**config.mk**
```make
export PLATFORM = sky130hd
export DESIGN_NAME = irq_event_ctrl
export DESIGN_NICKNAME = d
export VERILOG_FILES = /design/src/irq_event_pkg.sv /design/src/irq_priority_pick.sv /design/src/irq_event_ctrl.sv
export VERILOG_INCLUDE_DIRS = /design/src
export SDC_FILE = /design/constraint.sdc
export NUM_CORES = 1
export LEC_CHECK = 0
export ABC_AREA = 1
export BUFFER_PORTS_ARGS = -buffer_cell sky130_fd_sc_hd__clkbuf_2
export CAP_MARGIN = 20
export CORE_ASPECT_RATIO = 0.8
export CORE_MARGIN = 3
export CORE_UTILIZATION = 52
export DETAILED_ROUTE_END_ITERATION = 8
export PLACE_DENSITY_LB_ADDON = 0.15
export SLEW_MARGIN = 20
export SYNTH_ARGS = -nofsm -noshare
export SYNTH_HDL_FRONTEND = slang
export SYNTH_HIERARCHICAL = 1
export SYNTH_SLANG_ARGS = --single-unit
```
**constraint.sdc**
```tcl
create_clock -name clk_i -period 1.7 [get_ports clk_i]
set_input_delay 0.34 -clock clk_i [delete_from_list [all_inputs] [get_ports clk_i]]
set_output_delay 0.34 -clock clk_i [all_outputs]
set_load 0.05 [all_outputs]
```
**src/irq_event_consts.svh**
```systemverilog
`ifndef IRQ_EVENT_CONSTS_SVH
`define IRQ_EVENT_CONSTS_SVH
`define OFS_IO_CONTROL_ZERO   8'h15
`define OFS_IO_EVENT_STATUS   8'h16
`define OFS_IO_CONTROL_ONE    8'h16
`define OFS_STATUS_WORD       8'h18
`define OFS_PENDING           8'h19
`define OFS_VECTOR            8'h1a
`define VECTOR_BASE           16'h2000
`define PSW_GLOBAL_BIT        9
`define PSW_STICKY_BIT        8
`define PSW_CARRY_BIT         11
`define PSW_TRAP_BIT          12
`define PSW_OVF_BIT           13
`define PSW_NEG_BIT           14
`define PSW_ZERO_BIT          15
`define PSW_WRITE_MASK        16'hfbff
`define CTL_RESET             8'h00
`define PSW_RESET             16'h0000
`define SRC_OVERFLOW          3'h0
`define SRC_CONVERT           3'h1
`define SRC_FAST_DATA         3'h2
`define SRC_FAST_OUT          3'h3
`define SRC_FAST_LINE0        3'h4
`define SRC_EXTERNAL          3'h7
`endif

```
**src/irq_event_pkg.sv**
```systemverilog
package irq_event_pkg;
   typedef struct packed {
      logic       fast_cond_full;
      logic       fast_out5_en;
      logic       serial_tx_sel;
      logic       fast_out4_en;
      logic       t2_ovf_int_en;
      logic       t1_ovf_int_en;
      logic       ext_from_analog;
      logic       pwm_sel;
   } io_control_one_t;
   typedef struct packed {
      logic       t2_clk_fast1;
      logic       fast3_en;
      logic       t2_rst_fast0;
      logic       fast2_en;
      logic       t2_ext_rst_en;
      logic       fast1_en;
      logic       t2_reset_write;
      logic       fast0_en;
   } io_control_zero_t;
   typedef struct packed {
      logic       valid;
      logic [2:0] level;
      logic [15:0] address;
   } vector_t;
   typedef enum logic [2:0] {
      ST_IDLE = 3'b001,
      ST_ACK  = 3'b010,
      ST_DONE = 3'b100
   } bus_state_t;
endpackage : irq_event_pkg

```
**src/irq_priority_pick.sv**
```systemverilog
`timescale 1ns/1ps
`include "irq_event_consts.svh"
module irq_priority_pick
   import irq_event_pkg::*;
#(
   parameter int SOURCES = 8
)(
   input  wire logic [SOURCES-1:0] request_i,
   output vector_t                 pick_o
);
   if (SOURCES != 8)
   begin : g_bad_sources
      $error("Source count must be eight");
   end
   // Scan upward so the highest level wins
   always_comb
   begin
      pick_o = '0;
      for (int i = 0; i < SOURCES; i++)
      begin
         if (request_i[i])
         begin
            pick_o.valid   = 1'b1;
            pick_o.level   = 3'(i);
            pick_o.address = `VECTOR_BASE + 16'(2 * i);
         end
      end
   end
endmodule : irq_priority_pick

```
**src/irq_event_ctrl.sv**
```systemverilog
`timescale 1ns/1ps
`include "irq_event_consts.svh"
module irq_event_ctrl
   import irq_event_pkg::*;
#(
   parameter int SOURCES = 8
)(
   input  wire logic        clk_i,
   input  wire logic        rst_i,
   input  wire logic        cyc_i,
   input  wire logic        stb_i,
   input  wire logic        we_i,
   input  wire logic [7:0]  adr_i,
   input  wire logic [3:0]  sel_i,
   input  wire logic [31:0] dat_i,
   output logic      [31:0] dat_o,
   output logic             ack_o,
   input  wire logic [3:0]  soft_timer_expired_i,
   input  wire logic        timer1_overflow_i,
   input  wire logic        timer2_overflow_i,
   input  wire logic        fifo_full_i,
   input  wire logic        holding_loaded_i,
   input  wire logic        convert_done_i,
   input  wire logic        fast_out_event_i,
   input  wire logic        fast_line0_event_i,
   input  wire logic        software_timer_event_i,
   input  wire logic        serial_event_i,
   input  wire logic        external_interrupt_pin_i,
   input  wire logic        analog_channel_seven_i,
   input  wire logic [4:0]  alu_flags_i,
   input  wire logic        alu_flags_we_i,
   input  wire logic        sticky_i,
   input  wire logic        sticky_we_i,
   input  wire logic        vector_take_i,
   output logic             irq_request_o,
   output logic [15:0]      vector_address_o,
   output logic [2:0]       vector_level_o,
   output logic [3:0]       fast_input_enable_o,
   output logic [1:0]       fast_output_enable_o,
   output logic             pwm_to_port2_bit5_o,
   output logic             serial_to_port2_bit0_o,
   output logic             timer2_reset_o,
   output logic             timer2_ext_reset_en_o,
   output logic             timer2_reset_from_fast0_o,
   output logic             timer2_clock_from_fast1_o,
   output logic             ext_from_analog_o
);
   // -----------------------------------------------
   // State
   // -----------------------------------------------
   io_control_zero_t ctl0;
   io_control_one_t  ctl1;
   logic [15:0]      processor_status_word;
   logic [7:0]       pending;
   logic [7:0]       event_status;
   logic [7:0]       next_raise;
   logic [7:0]       eligible;
   logic             ext_level;
   logic             ext_prev;
   vector_t          pick;
   bus_state_t       state;
   logic             wr_hit;
   logic             rd_hit;

   if (SOURCES != 8)
   begin : g_bad_sources
      $error("Source count must be eight");
   end

   function automatic logic hit(input logic [7:0] a, input logic [7:0] ofs);
      hit = (a[7:2] == ofs[5:0]);
   endfunction : hit

   // -----------------------------------------------
   // Wishbone slave
   // -----------------------------------------------
   // Register index times four is the byte address
   // Writes land at the ack edge, so an abandoned write changes nothing
   assign wr_hit = cyc_i && stb_i && we_i && sel_i[0] && ack_o && (state == ST_ACK);
   assign rd_hit = cyc_i && stb_i && !we_i && (state == ST_IDLE);

   always_ff @(posedge clk_i)
   begin
      if (rst_i)
         state <= ST_IDLE;
      else
         case (state)
            ST_IDLE: if (cyc_i && stb_i) state <= ST_ACK;
            ST_ACK:  state <= ST_DONE;
            ST_DONE: state <= ST_IDLE;
            default: state <= ST_IDLE;
         endcase
   end

   always_ff @(posedge clk_i)
   begin
      if (rst_i)
         ack_o <= 1'b0;
      else
         ack_o <= cyc_i && stb_i && (state == ST_IDLE);
   end

   // Reads of control zero return zero; control one shares its address with the event status, which is read instead
   always_ff @(posedge clk_i)
   begin
      if (rst_i)
         dat_o <= '0;
      else if (rd_hit)
      begin
         if (hit(adr_i, `OFS_IO_EVENT_STATUS))
            dat_o <= {24'h0, event_status};
         else if (hit(adr_i, `OFS_STATUS_WORD))
            dat_o <= {16'h0, processor_status_word};
         else if (hit(adr_i, `OFS_PENDING))
            dat_o <= {24'h0, pending};
         else if (hit(adr_i, `OFS_VECTOR))
            dat_o <= {12'h0, pick.valid, pick.level, pick.address};
         else
            dat_o <= '0;
      end
   end

   // -----------------------------------------------
   // Control registers
   // -----------------------------------------------
   always_ff @(posedge clk_i)
   begin
      if (rst_i)
         ctl0 <= `CTL_RESET;
      else if (wr_hit && hit(adr_i, `OFS_IO_CONTROL_ZERO))
         ctl0 <= dat_i[7:0];
   end

   always_ff @(posedge clk_i)
   begin
      if (rst_i)
         ctl1 <= `CTL_RESET;
      else if (wr_hit && hit(adr_i, `OFS_IO_CONTROL_ONE))
         ctl1 <= dat_i[7:0];
   end

   // Reset pulse follows every control zero write with bit 1 set
   always_ff @(posedge clk_i)
   begin
      if (rst_i)
         timer2_reset_o <= 1'b0;
      else
         timer2_reset_o <= wr_hit && hit(adr_i, `OFS_IO_CONTROL_ZERO) && dat_i[1];
   end

   always_ff @(posedge clk_i)
   begin
      if (rst_i)
      begin
         fast_input_enable_o       <= '0;
         fast_output_enable_o      <= '0;
         pwm_to_port2_bit5_o       <= 1'b0;
         serial_to_port2_bit0_o    <= 1'b0;
         timer2_ext_reset_en_o     <= 1'b0;
         timer2_reset_from_fast0_o <= 1'b0;
         timer2_clock_from_fast1_o <= 1'b0;
         ext_from_analog_o         <= 1'b0;
      end
      else
      begin
         fast_input_enable_o       <= {ctl0.fast3_en, ctl0.fast2_en, ctl0.fast1_en, ctl0.fast0_en};
         fast_output_enable_o      <= {ctl1.fast_out5_en, ctl1.fast_out4_en};
         pwm_to_port2_bit5_o       <= ctl1.pwm_sel;
         serial_to_port2_bit0_o    <= ctl1.serial_tx_sel;
         timer2_ext_reset_en_o     <= ctl0.t2_ext_rst_en;
         timer2_reset_from_fast0_o <= ctl0.t2_rst_fast0;
         timer2_clock_from_fast1_o <= ctl0.t2_clk_fast1;
         ext_from_analog_o         <= ctl1.ext_from_analog;
      end
   end

   // -----------------------------------------------
   // Event status
   // -----------------------------------------------
   // Expiry and overflow bits are sticky until read; fifo bits follow levels
   always_ff @(posedge clk_i)
   begin
      if (rst_i)
         event_status <= '0;
      else if (rd_hit && hit(adr_i, `OFS_IO_EVENT_STATUS))
         event_status <= {holding_loaded_i, fifo_full_i,
                          timer1_overflow_i, timer2_overflow_i, soft_timer_expired_i};
      else
         event_status <= {holding_loaded_i, fifo_full_i, event_status[5:0]
                          | {timer1_overflow_i, timer2_overflow_i, soft_timer_expired_i}};
   end

   // -----------------------------------------------
   // Interrupt sources and pending
   // -----------------------------------------------
   assign ext_level = ctl1.ext_from_analog ? analog_channel_seven_i : external_interrupt_pin_i;

   always_ff @(posedge clk_i)
   begin
      if (rst_i)
         ext_prev <= 1'b0;
      else
         ext_prev <= ext_level;
   end

   always_comb
   begin
      next_raise    = '0;
      next_raise[0] = (timer1_overflow_i && ctl1.t1_ovf_int_en)
                    || (timer2_overflow_i && ctl1.t2_ovf_int_en);
      next_raise[1] = convert_done_i;
      next_raise[2] = ctl1.fast_cond_full ? fifo_full_i : holding_loaded_i;
      next_raise[3] = fast_out_event_i;
      next_raise[4] = fast_line0_event_i;
      next_raise[5] = software_timer_event_i;
      next_raise[6] = serial_event_i;
      next_raise[7] = ext_level && !ext_prev;
   end

   // Set wins over the take of the same source
   always_ff @(posedge clk_i)
   begin
      if (rst_i)
         pending <= '0;
      else if (vector_take_i && pick.valid)
         pending <= (pending & ~(8'h01 << pick.level)) | next_raise;
      else
         pending <= pending | next_raise;
   end

   // -----------------------------------------------
   // Status word
   // -----------------------------------------------
   always_ff @(posedge clk_i)
   begin
      if (rst_i)
         processor_status_word <= `PSW_RESET;
      else if (wr_hit && hit(adr_i, `OFS_STATUS_WORD))
         processor_status_word <= dat_i[15:0] & `PSW_WRITE_MASK;
      else
      begin
         if (alu_flags_we_i)
         begin
            processor_status_word[`PSW_ZERO_BIT]  <= alu_flags_i[4];
            processor_status_word[`PSW_NEG_BIT]   <= alu_flags_i[3];
            processor_status_word[`PSW_OVF_BIT]   <= alu_flags_i[2];
            processor_status_word[`PSW_TRAP_BIT]  <= alu_flags_i[1];
            processor_status_word[`PSW_CARRY_BIT] <= alu_flags_i[0];
         end
         if (sticky_we_i)
            processor_status_word[`PSW_STICKY_BIT] <= sticky_i;
      end
   end

   // -----------------------------------------------
   // Vectoring
   // -----------------------------------------------
   // Software must set enable and mask first
   assign eligible = pending & processor_status_word[7:0] & {8{processor_status_word[`PSW_GLOBAL_BIT]}};

   irq_priority_pick #(
      .SOURCES (SOURCES)
   ) u_pick (
      .request_i (eligible),
      .pick_o    (pick)
   );

   always_ff @(posedge clk_i)
   begin
      if (rst_i)
      begin
         irq_request_o    <= 1'b0;
         vector_address_o <= '0;
         vector_level_o   <= '0;
      end
      else
      begin
         irq_request_o    <= pick.valid && !vector_take_i;
         vector_address_o <= pick.address;
         vector_level_o   <= pick.level;
      end
   end

   // -----------------------------------------------
   // Checks
   // -----------------------------------------------
   property p_no_req_when_disabled;
      @(posedge clk_i) disable iff (rst_i)
      !processor_status_word[`PSW_GLOBAL_BIT] |=> !irq_request_o;
   endproperty
   a_no_req_when_disabled: assert property (p_no_req_when_disabled) else $error("Request while disabled");

   property p_top_priority;
      @(posedge clk_i) disable iff (rst_i)
      eligible[7] |=> vector_address_o == 16'h200e;
   endproperty
   a_top_priority: assert property (p_top_priority) else $error("Priority 7 not chosen");

   property p_lowest_vector;
      @(posedge clk_i) disable iff (rst_i)
      (eligible == 8'h01) |=> (vector_address_o == 16'h2000 && vector_level_o == 3'h0);
   endproperty
   a_lowest_vector: assert property (p_lowest_vector) else $error("Overflow vector wrong");

   property p_line0_vector;
      @(posedge clk_i) disable iff (rst_i)
      (eligible[7:4] == 4'h1) |=> vector_address_o == 16'h2008;
   endproperty
   a_line0_vector: assert property (p_line0_vector) else $error("Line 0 vector wrong");

   property p_take_clears;
      @(posedge clk_i) disable iff (rst_i)
      (vector_take_i && pick.valid && !next_raise[pick.level]) |=> !pending[$past(pick.level)];
   endproperty
   a_take_clears: assert property (p_take_clears) else $error("Pending not cleared");

   property p_timer_sticky;
      @(posedge clk_i) disable iff (rst_i)
      soft_timer_expired_i[0] |=> event_status[0];
   endproperty
   a_timer_sticky: assert property (p_timer_sticky) else $error("Timer flag missed");

   property p_overflow_flags;
      @(posedge clk_i) disable iff (rst_i)
      (timer2_overflow_i && timer1_overflow_i) |=> event_status[5:4] == 2'b11;
   endproperty
   a_overflow_flags: assert property (p_overflow_flags) else $error("Overflow flags missed");

   property p_fifo_level;
      @(posedge clk_i) disable iff (rst_i)
      1'b1 |=> (event_status[7] == $past(holding_loaded_i)) && (event_status[6] == $past(fifo_full_i));
   endproperty
   a_fifo_level: assert property (p_fifo_level) else $error("Fifo flags wrong");

   property p_ovf_suppressed;
      @(posedge clk_i) disable iff (rst_i)
      (!ctl1.t1_ovf_int_en && !ctl1.t2_ovf_int_en) |-> !next_raise[0];
   endproperty
   a_ovf_suppressed: assert property (p_ovf_suppressed) else $error("Overflow not gated");

   property p_ack_one;
      @(posedge clk_i) disable iff (rst_i)
      ack_o |=> !ack_o;
   endproperty
   a_ack_one: assert property (p_ack_one) else $error("Ack held too long");

   c_request: cover property (@(posedge clk_i) disable iff (rst_i) irq_request_o);
   c_take: cover property (@(posedge clk_i) disable iff (rst_i) vector_take_i && pick.valid);
   c_top: cover property (@(posedge clk_i) disable iff (rst_i) eligible[7] && eligible[0]);
endmodule : irq_event_ctrl

```
==> impl_metrics.py, run 1 <==
metrics = {
    "logic_synthesis": {
        "synthDominantCellAreaShare": 0.462,
        "postSynthCellCount": 623,
        "postSynth.asyncResetShare": 0,
        "yosys.cell_types.count": 28,
        "synth_enable_flop_cells": 0,
        "mean_instance_size_in_the_synthesized_netlist_um2": 7.24,
        "synth.yosys.seq_area_share": 0.462,
        "synth.cell_area_um2": 4510,
        "ys_top_cells_by_area": "dfxtp_1 (46%), nand2_1 (11%), nor2_1 (8.2%), inv_1 (6.7%), buf_4 (5.0%)",
        "yosysMostFrequentCell": "nand2_1",
        "dominantRegCellSynth": "dfxtp_1",
        "most_common_library_cells_after_synthesis": "nand2_1 (127), dfxtp_1 (104), nor2_1 (98)",
        "post_synthesis_sequential_element_count": 104,
        "yosys_warnings": 6,
        "yosysTopAreaCell": "dfxtp_1",
    },
    "clocking": {
        "cts_buffers": 9,
        "cts.reportedPaths.clkPinSlew_ns": 0.11,
        "clock_tree_from_tritoncts": "done",
        "cts.path.max_buffers": 2,
        "cts.root.buffer_cell": "clkbuf_8",
        "clock_latency_ns": 0.38,
        "htree_num_levels": 3,
        "number_of_sinks_driven_by_the_clock_tree": 104,
    },
    "pwr": {
        "p_seq_frac": 0.564,
        "clockPowerShare": 0.340,
        "power.ir.vdd_worst_v": 0.000444,
        "power.switching_fraction": 0.286,
        "p_int_mw": 3.19,
        "p_sw_mw": 1.28,
        "total_power_mw": 4.46,
        "comb_power_share": 0.096,
        "p_leak_nw": 2.51,
        "p_per_area_nw_per_um2": 848,
    },
    "critical_path": {
        "setup_slack_on_the_worst_flop_to_flop_path_ns": 0.14,
        "cpMaxStageDelayCell": "dfxtp_1",
        "worst_setup_path_start_kind": "register",
        "chain_of_cells_forming_the_critical_path": "nand2_1 > nor2_1 > nor2_2 > nand2_1 > nand2_1 > inv_1 > nand2_1 > o21ai_0 > a21oi_1",
        "worst-path-stages": 9,
        "setup.worst_path.class": "register to register",
        "arrival_ns": 1.82,
        "setup.worst_path.end_class": "register",
        "cp.required_ns": 1.97,
        "worstRegToRegCells": 9,
        "path_max_fanout": 4,
        "timing.critical_path.slowest_cell_delay_ns": 0.40,
        "timing.critical_path.max_delay_family": "simple AND/OR/NAND/NOR gates",
        "worst-path-buf-inv": 1,
        "most_common_cell_type_on_the_critical_path": "nand2_1",
    },
    "final_layout": {
        "layout-drive-gt1-share": 0.243,
        "final_instance_area_um2": 5260,
        "finalNetCount": 800,
        "final_cell_count_no_fill": 840,
        "antenna_cells": 0,
        "area_growth_pct": 16.7,
    },
    "drt": {
        "route.detailed.vias_per_inst": 4.85,
        "via_count": 4073,
        "drc": 0,
        "route.detailed.wl_per_inst_um": 13.1,
        "antenna_left": 0,
        "finalWirelength_um": 11000,
        "detail_route.iter0.violations": 204,
        "drtPass1Iterations": 5,
    },
    "floorplan": {
        "design.core.area_um2": 8160,
        "dieHeight_um": 89.3,
        "floorplan.rows": 29,
        "floorplan.die_area_um2": 9830,
        "design.portCount": 139,
        "floorplan.die.width_um": 110,
        "floorplan.initialDensity": 0.552,
    },
    "timing": {
        "final_setup_fails": 0,
        "final.setup_skew_ns": 0.0148,
        "hold_violations": 0,
        "period_share": 0.915,
        "fmax_ghz": 0.643,
        "timing.final.max_slew_violations": 0,
        "final.setup.worst_slack_ns": 0.144,
        "layout_min_cycle_time_ns": 1.56,
    },
    "grt": {
        "grt.overflow.total": 0,
        "grt_usage": 0.233,
        "grt_first_pass_wirelength_um": 17700,
        "first_global_vias": 3707,
        "grt_antenna_before_repair": 0,
        "grt_max_degree": 72,
    },
    "place": {
        "dp_slack_ns": 0.0600,
        "numPlacedInstances": 823,
        "dpl_cell_area_um2": 5040,
        "gp_routability_congestion": 0.878,
        "place_hpwl_um": 8080,
        "io_buffers": 104,
    },
    "job": {
        "drv_cap": 0,
    },
    "min_path": {
        "worstHoldPathType": "input port to register",
        "min_delay_path_depth": 2,
    },
    "run_status": {
        "run_status": "complete, no violations",
    },
}
-- through the flow --
step                setup TNS, ns  hold slack, ns   util
floorplan                       0           0.400      -
global placement                0           0.409  0.617
detailed placement              0           0.409  0.617
CTS                             0           0.130  0.641
global route              -0.0131           0.137  0.644
finish                          0           0.139  0.644
-- final cells by class --
type	count	area (µm²)
inverters	89	338
repair buffers	118	638
multi-input cells	405	1870
well taps	108	135
flip-flops and latches	104	2090
fillers	745	2900
clock inverters	7	72.6
clock buffers	9	124
-- what timing repair did --
action	4_1_cts	5_1_grt
pin swaps	0	1
cloned	0	0
hold buffers	0	0
setup buffers	0	1
resized for setup	1	12
setup endpoints to repair	1	12
-- flip-flops by register name, indices dropped and copies added, names as in the netlist --
register	flops
dat_o	20
vector_address_o	16
processor_status_word	15
ctl1	8
event_status	8
pending	8
ctl0	7
fast_input_enable_o	4
state	3
vector_level_o	3
fast_output_enable_o	2
ack_o	1
ext_from_analog_o	1
ext_prev	1
irq_request_o	1
pwm_to_port2_bit5_o	1
serial_to_port2_bit0_o	1
timer2_clock_from_fast1_o	1
timer2_ext_reset_en_o	1
timer2_reset_from_fast0_o	1
timer2_reset_o	1
-- layer usage --
metal,wire (µm),part of all wire,vias up,track usage
li1,-,-,2083,-
met1,5080,0.46,1847,0.309
met2,5080,0.46,129,0.379
met3,742,0.067,14,0.0657
met4,115,0.010,0,0.0570
met5,0,0,-,0
-- power groups by stage --
stage	Combinational, mW	Sequential (mW)	Clock, mW
after detailed placement	0.423	2.57	0
after global routing	0.471	2.53	1.64
final	0.428	2.52	1.52
after floorplan	0.271	2.62	0
after CTS	0.425	2.52	1.54
after global placement	0.416	2.57	0
-- final timing paths --
| check | from | end |
|---|---|---|
| worst max-delay path | processor_status_word[4]$_SDFFE_PP0P_ | pending[4]$_SDFF_PP0_ |
| worst min register to register | ctl0[2]$_SDFFE_PP0P_ | fast_input_enable_o[1]$_SDFF_PP0_ |
| worst min-delay path | vector_take_i | irq_request_o$_SDFF_PP0_ |
| worst max register to register | processor_status_word[4]$_SDFFE_PP0P_ | pending[4]$_SDFF_PP0_ |
-- layout by cell type, fill, tap and decap left out, drive strengths merged --
cell type	n
a21oi	37
a31oi	1
buf	14
clkbuf	113
clkinv	4
conb	24
dfxtp	104
inv	92
mux2	1
nand2	137
nand3	48
nor2	108
nor3	5
o21ai	42
o22ai	1
o31ai	1
-- cell families (layout without fill, tap and decap cells) --
group                  after synthesis  count (layout)  synth area share
AOI/OAI and AO/OA                   82              82            0.0938
buffers and inverters              136             223             0.145
DFF                                104             104             0.462
muxes                                1               1           0.00250
other                                2              24           0.00167
and+or+nand+nor                    298             298             0.295
(Power assumes the default switching activity.)
==> run 2, diff against run 1 <==
CORE_UTILIZATION = 53   (was 52)
CTS_BUF_LIST = sky130_fd_sc_hd__clkbuf_2   (was default)
RECOVER_POWER = 50   (was default)
==> impl_metrics.py, run 2 (synthesis results as in run 1) <==
metrics = {
    "grt": {
        "grt.overflow.total": 0,
        "grtUsageMet1": 0.310,
        "globalRoute.busiestLayer": "met2",
        "grt_usage": 0.238,
        "met2_usage": 0.386,
        "grt_antenna_before_repair": 0,
        "first_global_vias": 3814,
        "grt_max_degree": 72,
        "grt_first_pass_wirelength_um": 17900,
        "grtUsageMet3": 0.0642,
    },
    "clocking": {
        "htree_num_levels": 3,
        "clock_tree_from_tritoncts": "done",
        "cts.root.buffer_cell": "clkbuf_2",
        "clock_latency_ns": 0.56,
        "cts_buffers": 9,
        "number_of_sinks_driven_by_the_clock_tree": 104,
        "cts.path.max_buffers": 2,
        "cts.reportedPaths.clkPinSlew_ns": 0.25,
    },
    "drt": {
        "finalWirelength_um": 11300,
        "via_count": 4144,
        "detail_route.iter0.violations": 169,
        "drtPass1Iterations": 5,
        "antenna_left": 0,
        "route.detailed.wl_per_inst_um": 13.1,
        "route.detailed.vias_per_inst": 4.81,
        "drc": 0,
    },
    "timing": {
        "period_share": 0.955,
        "final_setup_fails": 0,
        "fmax_ghz": 0.616,
        "hold_violations": 0,
        "timing.hold.ws_ns": 0.0525,
        "final.setup_skew_ns": 0.0272,
        "layout_min_cycle_time_ns": 1.62,
        "timing.final.max_slew_violations": 0,
    },
    "place": {
        "io_buffers": 104,
        "gp_routability_congestion": 0.924,
        "place_hpwl_um": 8130,
    },
    "final_layout": {
        "layout_top_registers": "dat_o x20, vector_address_o x16, processor_status_word x15",
        "layout-drive-gt1-share": 0.235,
        "antenna_cells": 0,
        "num-fill-cells": 742,
        "area_growth_pct": 19.8,
        "layout_commonest_cell": "nand2_1",
        "layout.cells.most_common_list": "nand2_1 (126), clkbuf_2 (113), dfxtp_1 (99)",
        "finalNetCount": 823,
        "largest_reg_flops": 20,
        "regMostFlops": "dat_o",
    },
    "floorplan": {
        "floorplan.die_area_um2": 9660,
        "floorplan.initialDensity": 0.557,
        "floorplan.die.width_um": 109,
        "floorplan.rows": 29,
        "design.portCount": 139,
        "dieHeight_um": 88.5,
        "design.core.area_um2": 8090,
    },
    "pwr": {
        "total_power_mw": 4.11,
        "p_per_area_nw_per_um2": 761,
        "power.ir.vdd_worst_v": 0.000489,
        "p_leak_nw": 2.57,
    },
    "critical_path": {
        "timing.critical_path.slowest_cell_delay_ns": 0.42,
        "chain_of_cells_forming_the_critical_path": "inv_4 > nor2_1 > inv_1 > nand2_1 > nand2_1 > nand2_1 > nand2_1 > nand2_1 > nand2_2 > inv_1 > nand2_1 > nand3_1 > nand2_1 > nand3_1 > a21oi_1",
        "worst_setup_path_start_kind": "register",
        "cp.required_ns": 2.20,
        "setup.worst_path.class": "register to register",
        "setup.worst_path.end_class": "register",
        "path_max_fanout": 8,
        "most_common_cell_type_on_the_critical_path": "nand2_1",
        "arrival_ns": 2.13,
        "cpMaxStageDelayCell": "dfxtp_4",
    },
    "job": {
        "drv_cap": 0,
    },
    "min_path": {
        "worstHoldPathType": "input port to register",
    },
    "run_status": {
        "run_status": "complete, no violations",
    },
}
## run 2: layer usage
layer	share of wire	vias up	routed length (µm)
li1	-	2123	-
met1	0.45	1844	5050
met2	0.46	150	5200
met3	0.066	27	746
met4	0.025	0	284
met5	0	-	0
## run 2: final timing paths
kind / start / endpoint / slack (ns) / cells past startpoint
worst max-delay path: processor_status_word[9]$_SDFFE_PP0P_ / dat_o[1]$_SDFFE_PP0P_ / 0.08 / 15
worst min-delay path: fast_out_event_i / pending[3]$_SDFF_PP0_ / 0.05 / 3
worst max register to register: processor_status_word[9]$_SDFFE_PP0P_ / dat_o[1]$_SDFFE_PP0P_ / 0.08 / 15
worst min register to register: ctl0[2]$_SDFFE_PP0P_ / fast_input_enable_o[1]$_SDFF_PP0_ / 0.43 / 2
## run 2: timing repair
item / CTS / global route
hold buffers: 21 / 1
buffers inserted: 0 / 2
gates resized for setup: 0 / 17
endpoints found under the hold margin: 28 / 1
endpoints found under the setup margin: 0 / 15
## run 2: critical path: cells and delay by family, from the launching register on
family	cells	cell delay [ns]
AND/OR/NAND/NOR	11	0.78
buffers and inverters	3	0.26
AO/OA/AOI/OAI	1	0.14
flip-flops	1	0.42
## run 2: metrics by stage
stage | setup WS [ns] | instance area, µm² | util | std cells | setup TNS, ns
2_1_floorplan | 0.183 | 4590 | - | 645 | 0
3_3_place_gp | 0.128 | 5040 | 0.622 | 823 | 0
3_5_place_dp | 0.0672 | 5040 | 0.622 | 823 | 0
4_1_cts | 0.0112 | 5350 | 0.661 | 859 | 0
5_1_grt | -0.0294 | 5400 | 0.667 | 862 | -0.0446
6_report | 0.0757 | 5400 | 0.667 | 862 | 0
## run 2: cell type report
class                   instances  area [µm²]  share of cell area
inverters                      89         338              0.0626
clock buffers                   9        45.0             0.00834
clock inverters                 6        58.8              0.0109
multi-input cells             405        1870               0.346
repair buffers                141         863               0.160
well taps                     108         135              0.0250
flip-flops and latches        104        2090               0.387
## run 2: power by group
group	total, mW	internal (mW)	switching [mW]
combinational	0.472	0.156	0.316
clock	1.11	0.327	0.785
sequential	2.53	2.50	0.0271
==> run 3, diff against run 2 <==
CORE_ASPECT_RATIO = 1.2   (was 0.8)
==> impl_metrics.py, run 3 (synthesis results as in run 1) <==
metrics = {
    "run_status": {
        "run_status": "complete, no violations",
    },
    "pwr": {
        "p_per_area_nw_per_um2": 773,
        "p_leak_nw": 2.61,
        "total_power_mw": 4.26,
        "power.ir.vdd_worst_v": 0.000597,
    },
    "critical_path": {
        "setup.worst_path.class": "register to register",
        "reg2reg_from": "processor_status_word[9]$_SDFFE_PP0P_",
        "worst_setup_path_start_kind": "register",
        "crit_start": "processor_status_word[9]$_SDFFE_PP0P_",
        "path_max_fanout": 8,
        "timing.critical_path.slowest_cell_delay_ns": 0.43,
        "most_common_cell_type_on_the_critical_path": "nand2_1",
        "cp.required_ns": 2.20,
        "cpMaxStageDelayCell": "dfxtp_2",
        "chain_of_cells_forming_the_critical_path": "inv_4 > nor2_1 > inv_1 > nand2_1 > nand2_1 > nand2_1 > nand2_1 > nand2_1 > nand2_2 > inv_1 > nand2_1 > o21ai_0 > a21oi_1",
        "arrival_ns": 2.12,
        "setup.worst_path.end_class": "register",
    },
    "floorplan": {
        "design.core.area_um2": 8200,
        "floorplan.initialDensity": 0.550,
        "design.portCount": 139,
        "floorplan.die_area_um2": 9650,
        "dieHeight_um": 107,
        "floorplan.die.width_um": 90.2,
        "floorplan.rows": 36,
    },
    "drt": {
        "drtPass1Iterations": 5,
        "antenna_left": 0,
        "detail_route.iter0.violations": 176,
        "route.detailed.wl_per_inst_um": 12.7,
        "routed-wl-met3_um": 544,
        "finalWirelength_um": 11100,
        "drc": 0,
        "via_count": 4124,
        "wl_met2_um": 5830,
        "route.detailed.vias_per_inst": 4.71,
        "met1Wirelength_um": 4530,
        "dr.max_layer_used": "met4",
    },
    "place": {
        "gp_routability_congestion": 0.838,
        "io_buffers": 104,
        "place_hpwl_um": 8060,
        "dp_slack_ns": 0.0450,
        "dpl_cell_area_um2": 5040,
    },
    "timing": {
        "fmax_ghz": 0.616,
        "final.setup_skew_ns": 0.0182,
        "layout_min_cycle_time_ns": 1.62,
        "timing.hold.ws_ns": 0.0378,
        "timing.final.max_slew_violations": 0,
        "hold_violations": 0,
        "final.setup.worst_slack_ns": 0.0765,
        "period_share": 0.955,
        "final_setup_fails": 0,
    },
    "final_layout": {
        "final_instance_area_um2": 5510,
        "antenna_cells": 0,
        "layout_commonest_cell": "nand2_1",
        "regMostFlops": "dat_o",
        "layout-drive-gt1-share": 0.239,
        "num-fill-cells": 759,
        "final_core_utilization": 0.673,
        "area_growth_pct": 22.3,
        "layout.cells.most_common_list": "nand2_1 (125), clkbuf_2 (108), dfxtp_1 (99)",
        "largest_reg_flops": 20,
        "layout_top_registers": "dat_o x20, vector_address_o x16, processor_status_word x15",
        "finalNetCount": 829,
    },
    "clocking": {
        "cts.root.buffer_cell": "clkbuf_2",
        "cts.reportedPaths.clkPinSlew_ns": 0.28,
        "clock_tree_from_tritoncts": "done",
        "htree_num_levels": 3,
        "cts_buffers": 9,
        "number_of_sinks_driven_by_the_clock_tree": 104,
        "cts.path.max_buffers": 2,
        "clock_latency_ns": 0.58,
    },
    "grt": {
        "grt_first_pass_wirelength_um": 18500,
        "first_global_vias": 3992,
        "grt_max_degree": 72,
        "grt_antenna_before_repair": 0,
        "grt.overflow.total": 0,
        "grt_usage": 0.239,
    },
    "min_path": {
        "worstHoldPathType": "input port to register",
        "timing.hold.worst.start": "alu_flags_i[2]",
    },
    "job": {
        "drv_cap": 0,
    },
}
run 3: cell types whose count changed in the layout (fill, tap and decap cells not counted), moves of 3 or more:
cell,change
buf_2,+3
clkbuf_2,-5
clkinv_1,-3
dlygate4sd3_1,+7
run 3: layout make-up:
cell class | count | area (µm²) | share of cell area
inverters | 89 | 338 | 0.0613
clock inverters | 7 | 91.3 | 0.0166
repair buffers | 147 | 931 | 0.169
flip-flops and latches | 104 | 2090 | 0.379
multi-input cells | 405 | 1880 | 0.341
clock buffers | 9 | 45.0 | 0.00817
well taps | 114 | 143 | 0.0259
run 3: worst paths after layout:
kind | endpoint | slack (ns) | cells past startpoint
worst max-delay path | pending[4]$_SDFF_PP0_ | 0.08 | 13
worst min-delay path | processor_status_word[13]$_SDFFE_PP0P_ | 0.04 | 5
worst max register to register | pending[4]$_SDFF_PP0_ | 0.08 | 13
worst min register to register | timer2_clock_from_fast1_o$_SDFF_PP0_ | 0.44 | 2
run 3: critical path: cells and delay by family, from the launching register on:
kind / cells / cell delay (ns)
AND/OR/NAND/NOR: 8 / 0.61
flip-flops: 1 / 0.43
buffers and inverters: 3 / 0.25
AO/OA/AOI/OAI: 2 / 0.26
run 3: what timing repair did:
| action | in CTS | in global routing |
|---|---|---|
| hold buffers | 29 | 0 |
| endpoints found under the hold margin | 35 | 0 |
| buffers inserted | 0 | 1 |
| pin swaps | 0 | 1 |
| resized for setup | 1 | 22 |
| setup endpoints to repair | 1 | 19 |
run 3: power by group:
group / switching, mW / leakage, nW / internal [mW]
registers: 0.0289 / 0.850 / 2.50
logic: 0.316 / 1.69 / 0.165
clock network: 0.874 / 0.0774 / 0.375
total: 1.22 / 2.61 / 3.04
run 3: per-stage QoR:
stage                     instances  setup TNS (ns)
final                           875               0
after global routing            875          -0.138
after global placement          829               0
after detailed placement        829               0
after floorplan                 645               0
after CTS                       874               0
run 3: per-layer routing:
layer  vias to the layer above  GRT usage
li1                       2135          -
met4                         0     0.0864
met5                         -          0
met2                       106      0.443
met1                      1865      0.272
met3                        18     0.0470
